$ cat src/logic/boot_resp_pkg.sv
/*
 * Constants for the serial boot command responder: command codes,
 * acknowledgement fields, reply codes and the fixed information record.
 * Assumes the flash is seen as a byte array starting at its first address.
 */
`default_nettype none

package boot_resp_pkg;

	localparam int BYTE_W = 8;
	localparam int FIFO_DEPTH = 4;
	localparam int ADDR_W = 20;
	localparam int FLASH_ADDR_W = 19;
	localparam int FLASH_BYTES_DEFAULT = 524288;

	localparam logic [7:0] MODE_BYTE = 8'h86;
	localparam logic [7:0] CMD_SUM = 8'h20;
	localparam logic [7:0] CMD_INFO = 8'h30;
	localparam logic [7:0] CMD_ERASE = 8'h40;

	localparam logic [3:0] ACK_RX_ERR = 4'h8;
	localparam logic [3:0] ACK_BAD_CMD = 4'h1;
	localparam logic [3:0] NIB_RESET = 4'h0;

	localparam logic [7:0] ERASE_END = 8'h4f;
	localparam logic [7:0] ERASE_FAIL = 8'h4c;
	localparam logic [7:0] ERASE_ACK_OK = 8'hb1;
	localparam logic [7:0] ERASE_ACK_ERR = 8'hb4;

	localparam logic [7:0] PROT_ANY = 8'h01;
	localparam logic [7:0] PROT_NONE = 8'h03;

	// software id bytes, offset from the flash start
	localparam logic [19:0] ID_OFFSET = 20'h7fef0;

	// info record index = reply byte number minus five
	localparam logic [6:0] ID_LAST_IDX = 7'h03;
	localparam logic [6:0] NAME_FIRST_IDX = 7'h04;
	localparam logic [6:0] NAME_LAST_IDX = 7'h0f;
	localparam logic [6:0] PROT_IDX = 7'h29;
	localparam logic [6:0] INFO_LAST_IDX = 7'h4f;

	// product name, value arbitrary; last character a space
	localparam logic [95:0] PRODUCT_NAME = "BOOTTARGET1 ";

	localparam logic [7:0] INFO_ROM [0:79] = '{
		8'h00, 8'h00, 8'h00, 8'h00,
		8'h00, 8'h00, 8'h00, 8'h00, 8'h00, 8'h00,
		8'h00, 8'h00, 8'h00, 8'h00, 8'h00, 8'h00,
		8'hf4, 8'hfe, 8'h08, 8'h00,
		8'h00, 8'h04, 8'h00, 8'h00,
		8'hff, 8'h6b, 8'h00, 8'h00,
		8'hff, 8'h83, 8'h00, 8'h00,
		8'h00, 8'h00, 8'h00, 8'h00, 8'h00, 8'h00, 8'h00, 8'h00,
		8'h00, 8'h00,
		8'h00, 8'h00, 8'h01, 8'h00,
		8'hff, 8'hff, 8'h08, 8'h00,
		8'h0a, 8'h00,
		8'h00, 8'h00, 8'h01, 8'h00, 8'h00, 8'h80, 8'h00, 8'h00, 8'h06,
		8'h00, 8'h00, 8'h07, 8'h00, 8'h00, 8'h70, 8'h00, 8'h00, 8'h02,
		8'h00, 8'hc0, 8'h08, 8'h00, 8'h00, 8'h10, 8'h00, 8'h00, 8'h02,
		8'h00
	};

endpackage

`default_nettype wire

$ cat src/logic/boot_serial_responder.sv
/*
 * Target-side responder of a byte serial boot protocol: mode byte echo,
 * flash sum report, product information report and chip erase request.
 * Assumes a same-clock byte receiver with an error flag, a byte
 * transmitter with valid/ready, a flash read port with one cycle of
 * latency and an external erase engine.
 */
// Contract
// - ack upper nibble equals last valid command nibble
// - receive error answers x8, await command
// - unknown command answers x1, await command
// - valid command echoed, then its routine
// - 20h echoed, starts flash sum
// - sum sent high byte then low byte
// - seventh byte is negated sum-byte total
// - 30h echoed, starts information report
// - bytes 5-8 read from id flash bytes
// - bytes 9-20 product name ending space
// - bytes 21-24 password start address
// - bytes 25-32 ram start, user ram end
// - bytes 33-36 ram end, then dummy filler
// - bytes 45-46 report protection state
// - bytes 47-54 flash start and end
// - bytes 55-56 flash block count
// - bytes 57-83 three block group records
// - byte 84 negated sum of bytes 5-83
// - 40h echoed, starts chip erase
// - fifth byte 4Fh ok, 4Ch error
// - sixth byte B1h ok, B4h error
// - ack bits 1,2 zero; 3 rx error; 0 fault
// - sum of all flash bytes, 16 bits
`default_nettype none

module byte_fifo #(
	parameter int WIDTH = 8,
	parameter int DEPTH = 4
) (
	input wire logic ref_clk,
	input wire logic reset,
	input wire logic [WIDTH-1:0] in_data,
	input wire logic in_valid,
	output logic in_ready,
	output logic [WIDTH-1:0] out_data,
	output logic out_valid,
	input wire logic out_ready
);

	localparam int PTR_W = (DEPTH > 1) ? $clog2(DEPTH) : 1;
	localparam int CNT_W = PTR_W + 1;
	localparam logic [PTR_W-1:0] PTR_LAST = PTR_W'(DEPTH - 1);
	localparam logic [CNT_W-1:0] CNT_FULL = CNT_W'(DEPTH);

	logic [WIDTH-1:0] mem [DEPTH];
	logic [PTR_W-1:0] wr_ptr_reg;
	logic [PTR_W-1:0] rd_ptr_reg;
	logic [CNT_W-1:0] count_reg;
	wire do_wr;
	wire do_rd;
	wire [PTR_W-1:0] wr_ptr_next;
	wire [PTR_W-1:0] rd_ptr_next;

	assign in_ready = count_reg != CNT_FULL;
	assign out_valid = count_reg != '0;
	assign out_data = mem[rd_ptr_reg];
	assign do_wr = in_valid && in_ready;
	assign do_rd = out_valid && out_ready;
	assign wr_ptr_next = (wr_ptr_reg == PTR_LAST) ? '0 : wr_ptr_reg + 1'b1;
	assign rd_ptr_next = (rd_ptr_reg == PTR_LAST) ? '0 : rd_ptr_reg + 1'b1;

	always_ff @(posedge ref_clk) begin
		if (do_wr) begin
			mem[wr_ptr_reg] <= in_data;
		end
	end

	always_ff @(posedge ref_clk) begin
		if (reset) begin
			wr_ptr_reg <= '0;
			rd_ptr_reg <= '0;
			count_reg <= '0;
		end else begin
			if (do_wr) begin
				wr_ptr_reg <= wr_ptr_next;
			end
			if (do_rd) begin
				rd_ptr_reg <= rd_ptr_next;
			end
			if (do_wr && !do_rd) begin
				count_reg <= count_reg + 1'b1;
			end else if (do_rd && !do_wr) begin
				count_reg <= count_reg - 1'b1;
			end
		end
	end

endmodule // byte_fifo

module boot_serial_responder
	import boot_resp_pkg::*;
#(
	parameter int FLASH_BYTES = FLASH_BYTES_DEFAULT
) (
	input wire logic ref_clk,
	input wire logic reset,
	input wire logic [7:0] rx_data,
	input wire logic rx_valid,
	input wire logic rx_error,
	output logic rx_ready,
	output logic [7:0] tx_data,
	output logic tx_valid,
	input wire logic tx_ready,
	output logic [FLASH_ADDR_W-1:0] flash_addr,
	output logic flash_rd_en,
	input wire logic [7:0] flash_rd_data,
	output logic erase_start,
	input wire logic erase_done,
	input wire logic erase_ok,
	input wire logic any_protected
);

	typedef enum logic [10:0] {
		S_MODE = 11'h001,
		S_CMD = 11'h002,
		S_SEND = 11'h004,
		S_SUM_RUN = 11'h008,
		S_SUM_LO = 11'h010,
		S_SUM_CK = 11'h020,
		S_INFO_RD = 11'h040,
		S_INFO_GET = 11'h080,
		S_ERASE_GO = 11'h100,
		S_ERASE_WAIT = 11'h200,
		S_ERASE_B = 11'h400
	} state_e;

	localparam logic [ADDR_W-1:0] ADDR_END = ADDR_W'(FLASH_BYTES);

	function automatic logic [7:0] checksum(input logic [7:0] total);
		checksum = 8'h00 - total;
	endfunction

	// constant record bytes with name and protection filled in
	function automatic logic [7:0] info_byte(input logic [6:0] idx,
			input logic prot);
		logic [3:0] pos;
		pos = 4'(NAME_LAST_IDX - idx);
		if (idx >= NAME_FIRST_IDX && idx <= NAME_LAST_IDX) begin
			info_byte = PRODUCT_NAME[pos*8 +: 8];
		end else if (idx == PROT_IDX) begin
			info_byte = prot ? PROT_ANY : PROT_NONE;
		end else begin
			info_byte = INFO_ROM[idx];
		end
	endfunction

	state_e state_reg, state_next;
	state_e ret_reg, ret_next;
	logic [7:0] out_reg, out_next;
	logic [3:0] nib_reg, nib_next;
	logic [ADDR_W-1:0] addr_reg, addr_next;
	logic pend_reg, pend_next;
	logic [15:0] sum_reg, sum_next;
	logic [6:0] idx_reg, idx_next;
	logic [7:0] ck_reg, ck_next;
	logic ok_reg, ok_next;

	wire fifo_in_ready;
	wire push;
	wire rx_take;
	wire cmd_known;
	wire sum_more;
	wire id_phase;
	wire [7:0] sum_byte_total;
	wire [7:0] info_const;
	wire [7:0] info_data;
	wire [7:0] info_out;
	wire [15:0] sum_added;
	wire is_sum;
	wire is_info;
	wire is_erase;
	wire mode_ok;
	wire sum_done;
	wire info_last;
	wire [7:0] ack_rx_err;
	wire [7:0] ack_bad_cmd;
	wire [7:0] sum_ck;
	wire [7:0] erase_code;
	wire [7:0] erase_ack;

	assign push = state_reg == S_SEND;
	// commands refused while a routine runs
	assign rx_ready = (state_reg == S_MODE) || (state_reg == S_CMD);
	assign rx_take = rx_valid && rx_ready;
	assign is_sum = rx_data == CMD_SUM;
	assign is_info = rx_data == CMD_INFO;
	assign is_erase = rx_data == CMD_ERASE;
	assign cmd_known = is_sum || is_info || is_erase;
	assign mode_ok = !rx_error && (rx_data == MODE_BYTE);
	// error answers keep the nibble of the last good command
	assign ack_rx_err = {nib_reg, ACK_RX_ERR};
	assign ack_bad_cmd = {nib_reg, ACK_BAD_CMD};
	assign sum_more = addr_reg != ADDR_END;
	assign id_phase = idx_reg <= ID_LAST_IDX;
	assign flash_rd_en = ((state_reg == S_SUM_RUN) && sum_more)
		|| ((state_reg == S_INFO_RD) && id_phase);
	assign flash_addr = addr_reg[FLASH_ADDR_W-1:0];
	assign erase_start = state_reg == S_ERASE_GO;
	assign sum_added = sum_reg + {8'h00, flash_rd_data};
	assign sum_byte_total = sum_reg[15:8] + sum_reg[7:0];
	assign sum_ck = checksum(sum_byte_total);
	// last read still in flight until pend_reg drops
	assign sum_done = !flash_rd_en && !pend_reg;
	assign erase_code = erase_ok ? ERASE_END : ERASE_FAIL;
	assign erase_ack = ok_reg ? ERASE_ACK_OK : ERASE_ACK_ERR;
	assign info_last = idx_reg == INFO_LAST_IDX;
	assign info_const = info_byte(idx_reg, any_protected);
	// first four record bytes come from flash
	assign info_data = id_phase ? flash_rd_data : info_const;
	assign info_out = info_last ? checksum(ck_reg) : info_data;

	always_comb begin
		state_next = state_reg;
		ret_next = ret_reg;
		out_next = out_reg;
		nib_next = nib_reg;
		addr_next = addr_reg;
		pend_next = 1'b0;
		sum_next = sum_reg;
		idx_next = idx_reg;
		ck_next = ck_reg;
		ok_next = ok_reg;
		case (state_reg)
			S_MODE: begin
				// wrong byte or error: stay silent, as after a failed rate
				if (rx_take && mode_ok) begin
					out_next = rx_data;
					ret_next = S_CMD;
					state_next = S_SEND;
				end
			end
			S_CMD: begin
				if (rx_take) begin
					state_next = S_SEND;
					ret_next = S_CMD;
					if (rx_error) begin
						out_next = ack_rx_err;
					end else if (cmd_known) begin
						nib_next = rx_data[7:4];
						out_next = rx_data;
						if (is_sum) begin
							ret_next = S_SUM_RUN;
							addr_next = '0;
							sum_next = '0;
						end else if (is_info) begin
							ret_next = S_INFO_RD;
							addr_next = ID_OFFSET;
							idx_next = '0;
							ck_next = '0;
						end else begin
							ret_next = S_ERASE_GO;
						end
					end else begin
						out_next = ack_bad_cmd;
					end
				end
			end
			S_SEND: begin
				if (fifo_in_ready) begin
					state_next = ret_reg;
				end
			end
			S_SUM_RUN: begin
				pend_next = flash_rd_en;
				if (flash_rd_en) begin
					addr_next = addr_reg + 1'b1;
				end
				if (pend_reg) begin
					sum_next = sum_added;
				end
				if (sum_done) begin
					out_next = sum_reg[15:8];
					ret_next = S_SUM_LO;
					state_next = S_SEND;
				end
			end
			S_SUM_LO: begin
				out_next = sum_reg[7:0];
				ret_next = S_SUM_CK;
				state_next = S_SEND;
			end
			S_SUM_CK: begin
				out_next = sum_ck;
				ret_next = S_CMD;
				state_next = S_SEND;
			end
			S_INFO_RD: begin
				state_next = S_INFO_GET;
			end
			S_INFO_GET: begin
				out_next = info_out;
				ck_next = ck_reg + info_data;
				idx_next = idx_reg + 1'b1;
				addr_next = addr_reg + 1'b1;
				ret_next = info_last ? S_CMD : S_INFO_RD;
				state_next = S_SEND;
			end
			S_ERASE_GO: begin
				state_next = S_ERASE_WAIT;
			end
			S_ERASE_WAIT: begin
				if (erase_done) begin
					ok_next = erase_ok;
					out_next = erase_code;
					ret_next = S_ERASE_B;
					state_next = S_SEND;
				end
			end
			S_ERASE_B: begin
				out_next = erase_ack;
				ret_next = S_CMD;
				state_next = S_SEND;
			end
			default: begin
				state_next = S_MODE;
			end
		endcase
	end

	always_ff @(posedge ref_clk) begin
		if (reset) begin
			state_reg <= S_MODE;
			ret_reg <= S_MODE;
			out_reg <= 8'h00;
			nib_reg <= NIB_RESET;
			addr_reg <= '0;
			pend_reg <= 1'b0;
			sum_reg <= 16'h0000;
			idx_reg <= 7'h00;
			ck_reg <= 8'h00;
			ok_reg <= 1'b0;
		end else begin
			state_reg <= state_next;
			ret_reg <= ret_next;
			out_reg <= out_next;
			nib_reg <= nib_next;
			addr_reg <= addr_next;
			pend_reg <= pend_next;
			sum_reg <= sum_next;
			idx_reg <= idx_next;
			ck_reg <= ck_next;
			ok_reg <= ok_next;
		end
	end

	// reply bytes queue here; a stalled transmitter holds the machine
	byte_fifo #(
		.WIDTH(BYTE_W),
		.DEPTH(FIFO_DEPTH)
	) tx_queue (
		.ref_clk(ref_clk),
		.reset(reset),
		.in_data(out_reg),
		.in_valid(push),
		.in_ready(fifo_in_ready),
		.out_data(tx_data),
		.out_valid(tx_valid),
		.out_ready(tx_ready)
	);

endmodule // boot_serial_responder

`default_nettype wire

$ cat config.mk
export PLATFORM = sky130hd
export DESIGN_NAME = boot_serial_responder
export DESIGN_NICKNAME = d
export VERILOG_FILES = /design/src/logic/boot_resp_pkg.sv /design/src/logic/boot_serial_responder.sv
export SDC_FILE = /design/constraint.sdc
export NUM_CORES = 1
export LEC_CHECK = 0
export BUFFER_PORTS_ARGS = -buffer_cell sky130_fd_sc_hd__clkbuf_2
export CAP_MARGIN = 20
export CORE_MARGIN = 2
export CORE_UTILIZATION = 53
export DETAILED_ROUTE_END_ITERATION = 10
export PLACE_DENSITY = 0.67
export SETUP_SLACK_MARGIN = 0.05
export SYNTH_ARGS = -nofsm -noshare
export SYNTH_HDL_FRONTEND = slang
export SYNTH_SLANG_ARGS = --single-unit
$ cat constraint.sdc
create_clock -name ref_clk -period 10.77 [get_ports ref_clk]
set_input_delay 1.6155 -clock ref_clk [delete_from_list [all_inputs] [get_ports ref_clk]]
set_output_delay 1.6155 -clock ref_clk [all_outputs]
set_load 0.05 [all_outputs]
==> results.yml <==
run_status:
  status: "finished clean"
die:
  fp.dieW_um: 128
  io_pins: 55
  fp.dieH_um: 128
  start_util_pct: 53.7
  dieArea_um2: 16300
  rows: 45
  coreArea_um2: 15100
detailed_routing:
  drcViolationCount: 0
  vias: 7159
  drt-total-wl_um: 21300
  ant_nets: 0
  drt_iter0_markers: 560
  first_pass_iters: 5
  routedWlPerCell_um: 18.2
  via_per_inst: 6.14
grt:
  grt_max_degree: 56
  grt_pass1_vias: 6426
  overflow: 0
  grt_pass1_wl_um: 34400
  grt_antenna_before_repair: 0
  track_usage_pct: 26.7
setup_path:
  cp_slowest_stage_delay_ns: 0.64
  critical_path_class: "flop to primary output"
  critPathRequiredTime_ns: 9.15
  crit_chain: "ha_1, nand3b_1, and3_1, a31oi_1, nor4_1, clkbuf_2"
  worst-path-max-fanout: 16
  critPathSlowestCell: "dfxtp_1"
  crit_path_end_kind: "primary output"
  startpoint_type: "flop"
  crit_arrival_ns: 2.94
yosys:
  ys_types: 74
  synth-simple-area-share_pct: 26.3
  synth_top_area_share_pct: 23.0
  synth.most_common_cell: "dfxtp_1"
  synthArstFlopShare_pct: 0
  synth_edf_count: 32
  syn_inst: 947
  avgSynthCellArea_um2: 8.55
  synth_area_um2: 8100
  synth_ff_type: "dfxtp_1"
  synthTopCellsByArea: "dfxtp_1, edfxtp_1, ha_1"
  yosysWarningCount: 0
  synth-adder-area-share_pct: 8.09
  yosys-top-cells-count: "dfxtp_1, nor2_1, nand2_1"
  yosysSeqAreaShare_pct: 34.8
  ys_ff_latch: 125
  synthMuxAreaShare_pct: 3.80
  synthDominantAreaCellType: "dfxtp_1"
  synth_top_family_by_area: "simple AND/OR/NAND/NOR gates"
  yosys.area_share.xor_xnor_pct: 3.89
  synthesis.nets: 1021
  synth_compound_area_share_pct: 17.3
clocking:
  cts_tree: "done"
  cts_resized: 0
  path_clk_slew_ns: 0.06
  cts_setup_buffers: 0
  htree_levels: 4
  cts_hold_buf: 0
  clock_path_buffers: 2
  cts_inserted_buffers: 17
  clk-insertion-delay-late_ns: 0.42
  cts_sinks: 125
  root_buffer: "clkbuf_16"
sta:
  slew_headroom_pct: 27.8
  final.setup.tns_ns: 0
  rsz0062_at_grt: "false"
  finalHoldViolCount: 0
  fmax_ghz: 0.220
  fin_crit_sh_pct: 42.3
  tightest_slew_ns: 1.08
  worst_clock_skew_ns: 0.00748
  min_period_ns: 4.55
  setup_viol: 0
  final_max_slew_viol_count: 0
  setup_slack_ns: 6.22
cells_and_area:
  drive_gt1_share_pct: 12.7
  largest_register_ff_count: 32
  nets: 1039
  utilization_pct: 59.8
  syn2layout_area_growth_pct: 11.4
  n_antenna_cell: 0
  final-instance-count-excl-fill: 1166
  fillers: 1380
job:
  max-cap-violations: 0
placement:
  pre_cts_ws_ns: 6.43
  place_congestion: 0.956
  dpl.cell_count: 1133
  portBuffers: 54
  hpwl_um: 15700
power:
  ir_drop_mv: 0.0980
  power_density_nw_per_um2: 146
  p_leak_nw: 3.34
min_path:
  worstHoldPathType: "flop to flop"
cells in the final DEF, fill, tap and decap left out, types with 5 or more instances in the layout:
master	n
dfxtp_1	93
nor2_1	90
nand2_1	72
a21oi_1	63
clkbuf_2	54
ha_1	46
inv_1	38
nor3_1	36
o21ai_0	36
nand3_1	35
edfxtp_1	32
nand4_1	24
clkbuf_16	21
nor4_1	19
xor2_1	18
xnor2_1	18
nor2b_1	16
or3_1	16
a22oi_1	13
a211oi_1	12
and2_1	12
nand2b_1	11
a21o_1	11
nand3b_1	10
a31oi_1	10
o31ai_1	10
buf_4	10
and3_1	9
mux2i_1	9
or2_2	8
mux4_2	8
nor4b_1	7
or4_1	6
nor3b_1	6
a221oi_1	5
o41ai_1	5
per-layer routing:
metal	vias to the layer above	global-route usage, %	wire (µm)
met1	3339	36.2	9580
met4	0	10.7	650
met5	-	0	0
met2	235	41.9	9680
li1	3544	-	-
met3	41	5.49	1350
path summary, 6_finish.rpt:
kind               from     endpoint  slack [ns]  cells after the start
max          idx_reg[1]  flash_rd_en        6.22                      6
min          ret_reg[8]   ret_reg[8]        0.45                      2
max reg2reg  idx_reg[1]    ck_reg[7]        6.72                     15
min reg2reg  ret_reg[8]   ret_reg[8]        0.45                      2
cell families (layout without fill, tap and decap cells):
family,count (synthesis),in the layout
compound gates,213,213
fa+ha+maj,50,50
xor+xnor,36,36
buf+inv,103,134
flops,125,125
simple gates,400,400
mux,20,20
through the flow:
stage | cell area [µm²] | hold slack (ns) | total power (W)
2_1_floorplan | 8100 | 0.427 | 0.000665
6_report | 9030 | 0.449 | 0.00132
4_1_cts | 9020 | 0.450 | 0.00133
3_3_place_gp | 8360 | 0.436 | 0.000704
5_1_grt | 9030 | 0.466 | 0.00137
3_5_place_dp | 8360 | 0.442 | 0.000705
layout make-up:
| type | count | area (µm²) | area share [%] |
|---|---|---|---|
| timing repair buffer | 64 | 345 | 3.83 |
| inverter | 38 | 143 | 1.58 |
| tap | 188 | 235 | 2.61 |
| multi-input combinational | 719 | 4820 | 53.4 |
| sequential | 125 | 2820 | 31.3 |
| clock buffer | 24 | 547 | 6.06 |
| clock inverter | 8 | 111 | 1.23 |
worst max-delay path: cells and delay by family, from the launching register on:
family                     cells  cell delay (ns)
AOI/OAI and AO/OA              1             0.12
DFF                            1             0.64
buffers and inverters          1             0.38
and+or+nand+nor                3             1.03
adders and majority gates      1             0.34
power by group:
part	internal, W	switching (W)
clock network	0.000406	0.000221
registers	0.000500	0.0000234
logic	0.0000605	0.000111
Note: power is estimated with default switching activity, not from simulation.
